<file path="src/design/rsix_defines.svh">
`ifndef RSIX_DEFINES_SVH
`define RSIX_DEFINES_SVH

// Register offsets
`define RSIX_ADDR_CTRL      16'h4077
`define RSIX_ADDR_ON        16'h4078
`define RSIX_ADDR_SLEEP     16'h4079
`define RSIX_ADDR_IRQ_STAT  16'h4080
`define RSIX_ADDR_IRQ_MASK  16'h4081

// Reset values and writable bits
`define RSIX_CTRL_RST       16'h0200
`define RSIX_ON_RST         16'h0000
`define RSIX_SLEEP_RST      16'h0100
`define RSIX_CTRL_WMASK     16'hdfc1
`define RSIX_SLOT_WMASK     16'he11f

// Control register fields
`define RSIX_ACT_HI         15
`define RSIX_ACT_LO         14
`define RSIX_SRC_HI         12
`define RSIX_SRC_LO         11
`define RSIX_HVSEL_BIT      10
`define RSIX_HMODE_HI       9
`define RSIX_HMODE_LO       8
`define RSIX_FLT_BIT        7
`define RSIX_SWI_BIT        6
`define RSIX_LPV_BIT        0

// ON and SLEEP register fields
`define RSIX_SLOT_HI        15
`define RSIX_SLOT_LO        13
`define RSIX_MODE_BIT       8
`define RSIX_VSEL_HI        4
`define RSIX_VSEL_LO        0

// Voltage encoding in millivolts
`define RSIX_V_BASE_LO      12'd900
`define RSIX_V_STEP_LO      12'd50
`define RSIX_V_BASE_HI      12'd1700
`define RSIX_V_STEP_HI      12'd100
`define RSIX_V_KNEE         5'h0f

`endif

</file>
<file path="src/design/rsix_pkg.sv">
package rsix_pkg;

  // Regulator power state
  typedef enum logic [1:0] {
    RSIX_OFF,
    RSIX_ON,
    RSIX_TRIPPED
  } rsix_state_t;

  // Undervoltage action codes
  typedef enum logic [1:0] {
    RSIX_ACT_IGNORE = 2'h0,
    RSIX_ACT_SHUT   = 2'h1,
    RSIX_ACT_RESET  = 2'h2,
    RSIX_ACT_RSVD   = 2'h3
  } rsix_act_t;

endpackage : rsix_pkg

</file>
<file path="src/design/rsix_irq_if.sv">
`timescale 1ns/1ps
// Event, clear and mask traffic to the interrupt unit
interface rsix_irq_if;
  logic [1:0] evt;     // Event pulses
  logic [1:0] clr;     // Write-one-to-clear pulses
  logic       mask_we; // Mask write strobe
  logic [1:0] mask_wd; // Mask write data
  logic [1:0] status;  // Sticky status
  logic [1:0] mask;    // Mask bits
  logic       irq;     // Interrupt level

  modport unit (input evt, clr, mask_we, mask_wd, output status, mask, irq);
  modport ctrl (output evt, clr, mask_we, mask_wd, input status, mask, irq);
endinterface : rsix_irq_if

</file>
<file path="src/design/rsix_sync.sv">
`timescale 1ns/1ps
// Two-flop synchroniser for asynchronous pins
module rsix_sync #(
  parameter int W = 1 // Number of bits
) (
  input  wire logic         clk_sys_i, // System clock
  input  wire logic         arst_n_i,  // Async reset, active low
  input  wire logic [W-1:0] d_i,       // Asynchronous input
  output logic      [W-1:0] q_o        // Synchronised output
);
  logic [W-1:0] meta_reg; // First stage, read only by second
  logic [W-1:0] q_reg;    // Second stage

  // Plain two-stage chain
  always_ff @(posedge clk_sys_i or negedge arst_n_i)
  begin
    if (!arst_n_i)
    begin
      meta_reg <= '0;
      q_reg    <= '0;
    end
    else
    begin
      meta_reg <= d_i;
      q_reg    <= meta_reg;
    end
  end

  assign q_o = q_reg;
endmodule : rsix_sync

</file>
<file path="src/design/rsix_irq.sv">
`timescale 1ns/1ps
// Sticky interrupt status with mask
module rsix_irq (
  input  wire logic clk_sys_i, // System clock
  input  wire logic arst_n_i,  // Async reset, active low
  rsix_irq_if.unit  irq_if     // Event and clear traffic
);
  logic [1:0] stat_reg;  // Sticky status
  logic [1:0] stat_next; // Next status
  logic [1:0] mask_reg;  // Mask, one masks
  logic [1:0] mask_next; // Next mask
  logic       irq_reg;   // Registered interrupt
  logic       irq_next;  // Next interrupt

  // Set beats clear so no event is lost
  always_comb
  begin
    stat_next = (stat_reg & ~irq_if.clr) | irq_if.evt;
    mask_next = irq_if.mask_we ? irq_if.mask_wd : mask_reg;
    irq_next  = |(stat_next & ~mask_next);
  end

  // State registers
  always_ff @(posedge clk_sys_i or negedge arst_n_i)
  begin
    if (!arst_n_i)
    begin
      stat_reg <= 2'h0;
      mask_reg <= 2'h0;
      irq_reg  <= 1'b0;
    end
    else
    begin
      stat_reg <= stat_next;
      mask_reg <= mask_next;
      irq_reg  <= irq_next;
    end
  end

  assign irq_if.status = stat_reg;
  assign irq_if.mask   = mask_reg;
  assign irq_if.irq    = irq_reg;
endmodule : rsix_irq

</file>
<file path="src/design/rsix_top.sv">
// The address-and-strobe port was decided locally.
`timescale 1ns/1ps
`include "rsix_defines.svh"
// Regulator six control and ON-state configuration bank
module rsix_top
  import rsix_pkg::*;
(
  input  wire logic        clk_sys_i,    // System clock, 10 MHz
  input  wire logic        arst_n_i,     // Async reset, active low
  input  wire logic [15:0] addr_i,       // Register address
  input  wire logic [15:0] wdata_i,      // Write data
  input  wire logic        wr_i,         // Write strobe
  input  wire logic        rd_i,         // Read strobe
  output logic      [15:0] rdata_o,      // Read data, one cycle later
  input  wire logic        hwc1_i,       // Hardware control input 1 pin
  input  wire logic        hwc2_i,       // Hardware control input 2 pin
  input  wire logic        hwen1_i,      // Hardware enable 1 pin
  input  wire logic        hwen2_i,      // Hardware enable 2 pin
  input  wire logic        uv_i,         // Undervoltage comparator
  input  wire logic        seq_on_i,     // Sequencer powering up or on
  input  wire logic [2:0]  timeslot_i,   // Current sequencer timeslot
  input  wire logic        sleep_i,      // Device in SLEEP state
  output logic             reg_en_o,     // Regulator enabled
  output logic             low_power_o,  // Low power mode
  output logic             lp_variant_o, // Low power variant, 1 = 20mA
  output logic             discharge_o,  // Active output discharge
  output logic             switch_o,     // Switch mode
  output logic      [4:0]  vsel_o,       // Applied voltage code
  output logic      [11:0] vout_mv_o,    // Applied level in mV
  output logic             dev_reset_o,  // Device reset request pulse
  output logic             irq_o         // Interrupt, active high
);

  // Voltage code to millivolts
  function automatic logic [11:0] rsix_code_mv(input logic [4:0] code);
    logic [11:0] c;
    c = {7'h00, code};
    if (code < `RSIX_V_KNEE)
      rsix_code_mv = `RSIX_V_BASE_LO + 12'(c * `RSIX_V_STEP_LO);
    else
      rsix_code_mv = `RSIX_V_BASE_HI
                   + 12'((c - {7'h00, `RSIX_V_KNEE}) * `RSIX_V_STEP_HI);
  endfunction : rsix_code_mv

  // Register storage
  logic [15:0] ctrl_reg;     // Control register
  logic [15:0] ctrl_next;    // Next control
  logic [15:0] on_reg;       // ON control register
  logic [15:0] on_next;      // Next ON control
  logic [15:0] slp_reg;      // SLEEP control register
  logic [15:0] slp_next;     // Next SLEEP control
  logic [15:0] rdata_reg;    // Read data
  logic [15:0] rdata_next;   // Next read data

  // Synchronised pins
  logic [4:0]  pins_s;       // hwc1, hwc2, hwen1, hwen2, uv
  logic        uv_d_reg;     // Previous undervoltage level
  logic        uv_rise;      // Undervoltage onset

  // Field views
  rsix_act_t   act;          // Undervoltage action
  logic [1:0]  src;          // Hardware control source
  logic [1:0]  hmode;        // Hardware control behaviour
  logic [2:0]  slot;         // ON slot select
  logic        hwc_act;      // Hardware control asserted
  logic        demand;       // Enable demand from slot

  // Behaviour state
  rsix_state_t st_reg;       // Power state
  rsix_state_t st_next;      // Next power state
  logic        en_next;      // Next enable
  logic        lp_next;      // Next low power
  logic        dis_next;     // Next discharge
  logic [4:0]  vsel_next;    // Next voltage code
  logic        rst_next;     // Next reset pulse
  logic        en_reg;       // Enable output flop
  logic        lp_reg;       // Low power flop
  logic        lpv_reg;      // Variant flop
  logic        dis_reg;      // Discharge flop
  logic        swi_reg;      // Switch mode flop
  logic [4:0]  vsel_reg;     // Voltage code flop
  logic [11:0] mv_reg;       // Millivolt flop
  logic        rst_reg;      // Reset pulse flop

  rsix_irq_if  irq_if ();    // Interrupt unit link

  // Pins cross into the clock domain
  rsix_sync #(
    .W (5)
  ) u_sync (
    .clk_sys_i (clk_sys_i),
    .arst_n_i  (arst_n_i),
    .d_i       ({hwc1_i, hwc2_i, hwen1_i, hwen2_i, uv_i}),
    .q_o       (pins_s)
  );

  // Sticky status and mask
  rsix_irq u_irq (
    .clk_sys_i (clk_sys_i),
    .arst_n_i  (arst_n_i),
    .irq_if    (irq_if)
  );

  // Field decode
  always_comb
  begin
    act     = rsix_act_t'(ctrl_reg[`RSIX_ACT_HI:`RSIX_ACT_LO]);
    src     = ctrl_reg[`RSIX_SRC_HI:`RSIX_SRC_LO];
    hmode   = ctrl_reg[`RSIX_HMODE_HI:`RSIX_HMODE_LO];
    slot    = on_reg[`RSIX_SLOT_HI:`RSIX_SLOT_LO];
    uv_rise = pins_s[0] & ~uv_d_reg;
    unique case (src)
      2'h0: hwc_act = 1'b0;
      2'h1: hwc_act = pins_s[4];
      2'h2: hwc_act = pins_s[3];
      2'h3: hwc_act = pins_s[4] | pins_s[3];
    endcase
    unique case (slot)
      3'h0:    demand = 1'b0;
      3'h6:    demand = pins_s[2];
      3'h7:    demand = pins_s[1];
      default: demand = seq_on_i & (timeslot_i >= slot);
    endcase
  end

  // Register writes and read mux
  always_comb
  begin
    ctrl_next  = ctrl_reg;
    on_next    = on_reg;
    slp_next   = slp_reg;
    rdata_next = 16'h0000;
    irq_if.clr     = 2'h0;
    irq_if.mask_we = 1'b0;
    irq_if.mask_wd = wdata_i[1:0];
    if (wr_i)
    begin
      unique case (addr_i)
        `RSIX_ADDR_CTRL:     ctrl_next = wdata_i & `RSIX_CTRL_WMASK;
        `RSIX_ADDR_ON:       on_next   = wdata_i & `RSIX_SLOT_WMASK;
        `RSIX_ADDR_SLEEP:    slp_next  = wdata_i & `RSIX_SLOT_WMASK;
        `RSIX_ADDR_IRQ_STAT: irq_if.clr = wdata_i[1:0];
        `RSIX_ADDR_IRQ_MASK: irq_if.mask_we = 1'b1;
        default:             ctrl_next = ctrl_reg; // Unmapped, ignored
      endcase
    end
    if (rd_i)
    begin
      unique case (addr_i)
        `RSIX_ADDR_CTRL:     rdata_next = ctrl_reg;
        `RSIX_ADDR_ON:       rdata_next = on_reg;
        `RSIX_ADDR_SLEEP:    rdata_next = slp_reg;
        `RSIX_ADDR_IRQ_STAT: rdata_next = {14'h0000, irq_if.status};
        `RSIX_ADDR_IRQ_MASK: rdata_next = {14'h0000, irq_if.mask};
        default:             rdata_next = 16'h0000; // Unmapped reads zero
      endcase
    end
  end

  // Register bank flops
  always_ff @(posedge clk_sys_i or negedge arst_n_i)
  begin
    if (!arst_n_i)
    begin
      ctrl_reg  <= `RSIX_CTRL_RST;
      on_reg    <= `RSIX_ON_RST;
      slp_reg   <= `RSIX_SLEEP_RST;
      rdata_reg <= 16'h0000;
    end
    else
    begin
      ctrl_reg  <= ctrl_next;
      on_reg    <= on_next;
      slp_reg   <= slp_next;
      rdata_reg <= rdata_next;
    end
  end

  // Interrupt events: bit 0 undervoltage, bit 1 regulator tripped
  always_comb
  begin
    irq_if.evt[0] = uv_rise;
    irq_if.evt[1] = (st_reg != RSIX_TRIPPED) && (st_next == RSIX_TRIPPED);
  end

  // Power state and applied settings
  always_comb
  begin
    st_next   = st_reg;
    rst_next  = 1'b0;
    // Base: ON state settings
    lp_next   = on_reg[`RSIX_MODE_BIT];
    vsel_next = on_reg[`RSIX_VSEL_HI:`RSIX_VSEL_LO];
    en_next   = demand;
    // Sleep state takes the sleep register
    if (sleep_i)
    begin
      lp_next   = slp_reg[`RSIX_MODE_BIT];
      vsel_next = slp_reg[`RSIX_VSEL_HI:`RSIX_VSEL_LO];
    end
    if (hwc_act)
    begin
      vsel_next = ctrl_reg[`RSIX_HVSEL_BIT]
                ? slp_reg[`RSIX_VSEL_HI:`RSIX_VSEL_LO]
                : on_reg[`RSIX_VSEL_HI:`RSIX_VSEL_LO];
      unique case (hmode)
        2'h1: en_next = 1'b0;
        2'h3: lp_next = on_reg[`RSIX_MODE_BIT];
        default: lp_next = 1'b1;
      endcase
    end
    if (uv_rise)
    begin
      unique case (act)
        RSIX_ACT_SHUT:  st_next = RSIX_TRIPPED;
        RSIX_ACT_RESET: rst_next = 1'b1;
        default:        rst_next = 1'b0;
      endcase
    end
    // Trip holds until software rewrites the ON register
    if (st_next == RSIX_TRIPPED)
    begin
      if (st_reg == RSIX_TRIPPED && wr_i && addr_i == `RSIX_ADDR_ON)
        st_next = RSIX_OFF;
      else
        en_next = 1'b0;
    end
    if (st_next != RSIX_TRIPPED)
      st_next = en_next ? RSIX_ON : RSIX_OFF;
    dis_next = ~en_next & ~ctrl_reg[`RSIX_FLT_BIT];
  end

  // Output flops
  always_ff @(posedge clk_sys_i or negedge arst_n_i)
  begin
    if (!arst_n_i)
    begin
      st_reg   <= RSIX_OFF;
      uv_d_reg <= 1'b0;
      en_reg   <= 1'b0;
      lp_reg   <= 1'b0;
      lpv_reg  <= 1'b0;
      dis_reg  <= 1'b1;
      swi_reg  <= 1'b0;
      vsel_reg <= 5'h00;
      mv_reg   <= `RSIX_V_BASE_LO;
      rst_reg  <= 1'b0;
    end
    else
    begin
      st_reg   <= st_next;
      uv_d_reg <= pins_s[0];
      en_reg   <= en_next;
      lp_reg   <= lp_next;
      // variant applies to every low power use
      lpv_reg  <= ctrl_reg[`RSIX_LPV_BIT];
      dis_reg  <= dis_next;
      swi_reg  <= ctrl_reg[`RSIX_SWI_BIT];
      vsel_reg <= vsel_next;
      mv_reg   <= rsix_code_mv(vsel_next);
      rst_reg  <= rst_next;
    end
  end

  // Ports from flops
  assign rdata_o      = rdata_reg;
  assign reg_en_o     = en_reg;
  assign low_power_o  = lp_reg;
  assign lp_variant_o = lpv_reg;
  assign discharge_o  = dis_reg;
  assign switch_o     = swi_reg;
  assign vsel_o       = vsel_reg;
  assign vout_mv_o    = mv_reg;
  assign dev_reset_o  = rst_reg;
  assign irq_o        = irq_if.irq;

endmodule : rsix_top

</file>
<file path="config.mk">
export PLATFORM = sky130hd
export DESIGN_NAME = rsix_top
export DESIGN_NICKNAME = d
export VERILOG_FILES = /design/src/design/rsix_pkg.sv /design/src/design/rsix_irq_if.sv /design/src/design/rsix_sync.sv /design/src/design/rsix_irq.sv /design/src/design/rsix_top.sv
export VERILOG_INCLUDE_DIRS = /design/src /design/src/design
export SDC_FILE = /design/constraint.sdc
export NUM_CORES = 1
export LEC_CHECK = 0
export ABC_AREA = 1
export BUFFER_PORTS_ARGS = -buffer_cell sky130_fd_sc_hd__buf_2
export CAP_MARGIN = 30
export CORE_ASPECT_RATIO = 0.5
export CORE_MARGIN = 3
export CORE_UTILIZATION = 50
export CTS_BUF_LIST = sky130_fd_sc_hd__clkbuf_4
export DETAILED_ROUTE_END_ITERATION = 7
export MAX_ROUTING_LAYER = met4
export PLACE_DENSITY = 0.76
export RECOVER_POWER = 50
export SLEW_MARGIN = 25
export SYNTH_ARGS = -nofsm -noshare
export SYNTH_HDL_FRONTEND = slang
export SYNTH_SLANG_ARGS = --single-unit
</file>
<file path="constraint.sdc">
create_clock -name clk_sys_i -period 5.25 [get_ports clk_sys_i]
set_clock_uncertainty 0.1 [all_clocks]
set_input_delay 0.525 -clock clk_sys_i [delete_from_list [all_inputs] [get_ports clk_sys_i]]
set_output_delay 0.525 -clock clk_sys_i [all_outputs]
set_load 0.05 [all_outputs]
</file>
==> key figures <==
Layout
  • Commonest non-fill, non-tap cell in the layout: nand2_1
  • Max reg flops: 15
  • Nets: 713
  • Final non-filler cell total: 752
  • Fraction of layout instances using a drive strength above 1: 22.2%
  • Filler cell count: 800
  • Synth-to-layout area growth: 15.1%
  • Most frequent cells in the layout: 139 x nand2_1, 81 x buf_2, 77 x inv_1, 76 x dfrtp_1, 35 x nor2_1

Critical path
  • Reg2reg setup slack: 0.57 ns
  • Most common cell on crit path: nand2_1
  • Worst Path Buf+Inv: 5
  • Required @ worst endpoint: 5.50 ns
  • Crit path launch type: flop
  • Cell family with most CP delay: adder cells
  • Critical setup path kind: reg -> reg
  • Worst path slowest cell: fa_1
  • Worst reg2reg startpoint: ctrl_reg[11]$_DFFE_PN0P_
  • Critical Path Source: ctrl_reg[11]$_DFFE_PN0P_
  • Crit path arrival time: 4.92 ns
  • Crit-path max FO: 12
  • Max incr delay on CP: 0.49 ns
  • CP endpoint kind: flop

Floorplan
  • Initial core utilization: 52.1%
  • Die height: 73.8 um
  • Row count: 24
  • Die area: 10500 um^2
  • Die width: 142 um
  • # IOs: 86
  • Core ar.: 8830 um^2

Flow run
  • Max Cap Viol: 1

Worst hold path
  • HP Start: hwc1_i
  • Hold WC Path Type: in -> reg

Routing
  • DRC Markers: 0
  • Vias per cell: 4.96
  • Via Count: 3731
  • Post-Route WL: 9700 um
  • Avg WL per Cell: 12.9 um
  • Post-route ant nets: 0
  • Router iterations before antenna repair: 4
  • 1st-iter DRT viols: 178

Global route
  • GR Util met1: 24.7%
  • Busiest layer in global routing: met2
  • First-pass GRT wire length: 16400 um
  • Met3 usage: 5.72%
  • GRT Util Overall: 20.6%
  • Global route total overflow: 0
  • Met2 GRT Util: 34.5%
  • Vias in the first global route: 3583
  • Largest net degree at the start of global routing: 72
  • Initial antenna violation count: 1

Clock tree
  • Clock Tree Buf Depth: 2
  • Worst-path clk slew: 0.15 ns
  • # resized after CTS: 0
  • CTS sink count: 83
  • CTS Buf Count: 9
  • Root buf cell: clkbuf_4
  • CTS tree: done
  • Hold-fix buffers, CTS: 1
  • H-tree Lvls: 3
  • Clk Latency, worst-skew pair: 0.46 ns
  • Postcts setup bufs: 0

Logic synthesis
  • Dominant synthesized flop cell: dfrtp_1
  • Multiplexer area fraction after synthesis: 1.71%
  • Avg Cell Area, Syn: 8.55 um^2
  • Yosys warns: 0
  • Post-synth ARST share: 100%
  • Seq cells post-synth: 83
  • Number of flops mapped to enable cells by yosys: 0
  • Area share of fa/ha/maj cells after synthesis: 11.3%
  • Post-Synth Simple-Gate Area: 23.6%
  • Post-synthesis compound-gate area fraction: 7.67%
  • Largest family of logic cells by synthesized area: simple AND/OR/NAND/NOR gates
  • Post-synth cell types: 41
  • Post-Syn Instances: 538
  • Mapped cell area: 4600 um^2
  • Xor/xnor share of the synthesized area: 2.45%
  • Seq/Total Area, Yosys: 45.4%

STA
  • RSZ-0062 raised after global routing: false
  • Final Hold Fails: 0
  • Tightest Pin Transition: 2.46 ns
  • Fin. max-slew vios: 58
  • Tmin final: 4.68 ns
  • Max Freq: 0.214 GHz
  • Relative slew slack: -63.8%
  • Post-route clock period utilization: 89.1%
  • Final setup viols: 0
  • Final TNS setup: 0 ns

Outcome
  • Status: finished, violations left
  • Failing checks: max-capacitance violations, max-slew violations

Power
  • Cell Pwr Density: 251 nW/um^2
  • Peak VDD IR: 0.141 mV
  • LEAKAGE: 2.84 nW

Placed design
  • Post-DP HPWL: 7480 um
  • Routability cong.: 0.841
  • DP Cell Count: 733
  • PortBufs: 82
final timing paths:
path,to,depth (start not counted)
max in group asynchronous,u_sync.meta_reg[2]$_DFF_PN0_,4
worst min register to register,u_sync.q_o[0]$_DFF_PN0_,0
worst max register to register,vout_mv_o[11]$_DFF_PN0_,25
worst max-delay path,vout_mv_o[11]$_DFF_PN0_,25
min in group asynchronous,vout_mv_o[10]$_DFF_PN0_,2
worst min-delay path,u_sync.meta_reg[4]$_DFF_PN0_,1
layout make-up:
class / count / area [um^2] / area share [%]
Antenna cell: 1 / 2.50 / 0.0473
Inverter: 82 / 308 / 5.82
Tap cell: 117 / 146 / 2.77
Timing Repair Buffer: 87 / 450 / 8.51
Sequential cell: 83 / 2090 / 39.4
Clock buffer: 9 / 67.6 / 1.28
Multi-Input combinational cell: 366 / 2150 / 40.6
Clock inverter: 7 / 85.1 / 1.61
through the flow:
step           hold slack [ns]  setup slack [ns]  cell area [um^2]  power, mW  utilization, %
6_report                0.0578             0.575              5290       1.33            59.9
2_1_floorplan            0.129              1.22              4600      0.873               -
3_3_place_gp             0.233             0.666              5130      0.940            58.1
3_5_place_dp             0.235             0.584              5130      0.947            58.1
5_1_grt                 0.0293             0.138              5290       1.41            59.9
4_1_cts                 0.0344             0.692              5290       1.34            60.0
metal layers:
| layer | vias up | part of all wire [%] |
|---|---|---|
| met4 | 0 | 1.2 |
| met3 | 13 | 5.2 |
| met1 | 1736 | 45 |
| li1 | 1906 | - |
| met5 | - | 0 |
| met2 | 76 | 48 |
synth_stat cells (all sizes together), types with 6 or more instances:
| master | number | area, um^2 |
|---|---|---|
| nor3 | 7 | 50.1 |
| fa | 6 | 120 |
| inv | 82 | 308 |
| ha | 32 | 400 |
| dfrtp | 76 | 1900 |
| a21oi | 10 | 53.8 |
| nor2 | 38 | 155 |
| nand4 | 8 | 50.1 |
| xor2 | 8 | 77.6 |
| nand3 | 36 | 190 |
| o21ai | 36 | 180 |
| dfstp | 7 | 184 |
| nand2 | 152 | 613 |
| buf | 7 | 48.8 |
| mux2 | 7 | 78.8 |
power by group:
part	internal, mW	switching [mW]	total, mW
logic	0.0900	0.182	0.272
clock network	0.153	0.243	0.396
registers	0.659	0.00325	0.662
total	0.902	0.429	1.33
cells by family (layout without fill, tap and decap cells):
| logic type | Yosys count | after routing |
|---|---|---|
| flops | 83 | 83 |
| xor+xnor | 12 | 12 |
| simple gates | 245 | 245 |
| buf+inv | 90 | 185 |
| fa+ha+maj | 38 | 38 |
| mux | 7 | 7 |
| compound gates | 62 | 62 |
| other cells | 1 | 3 |
No activity file was read; power rests on OpenSTA's default activity.
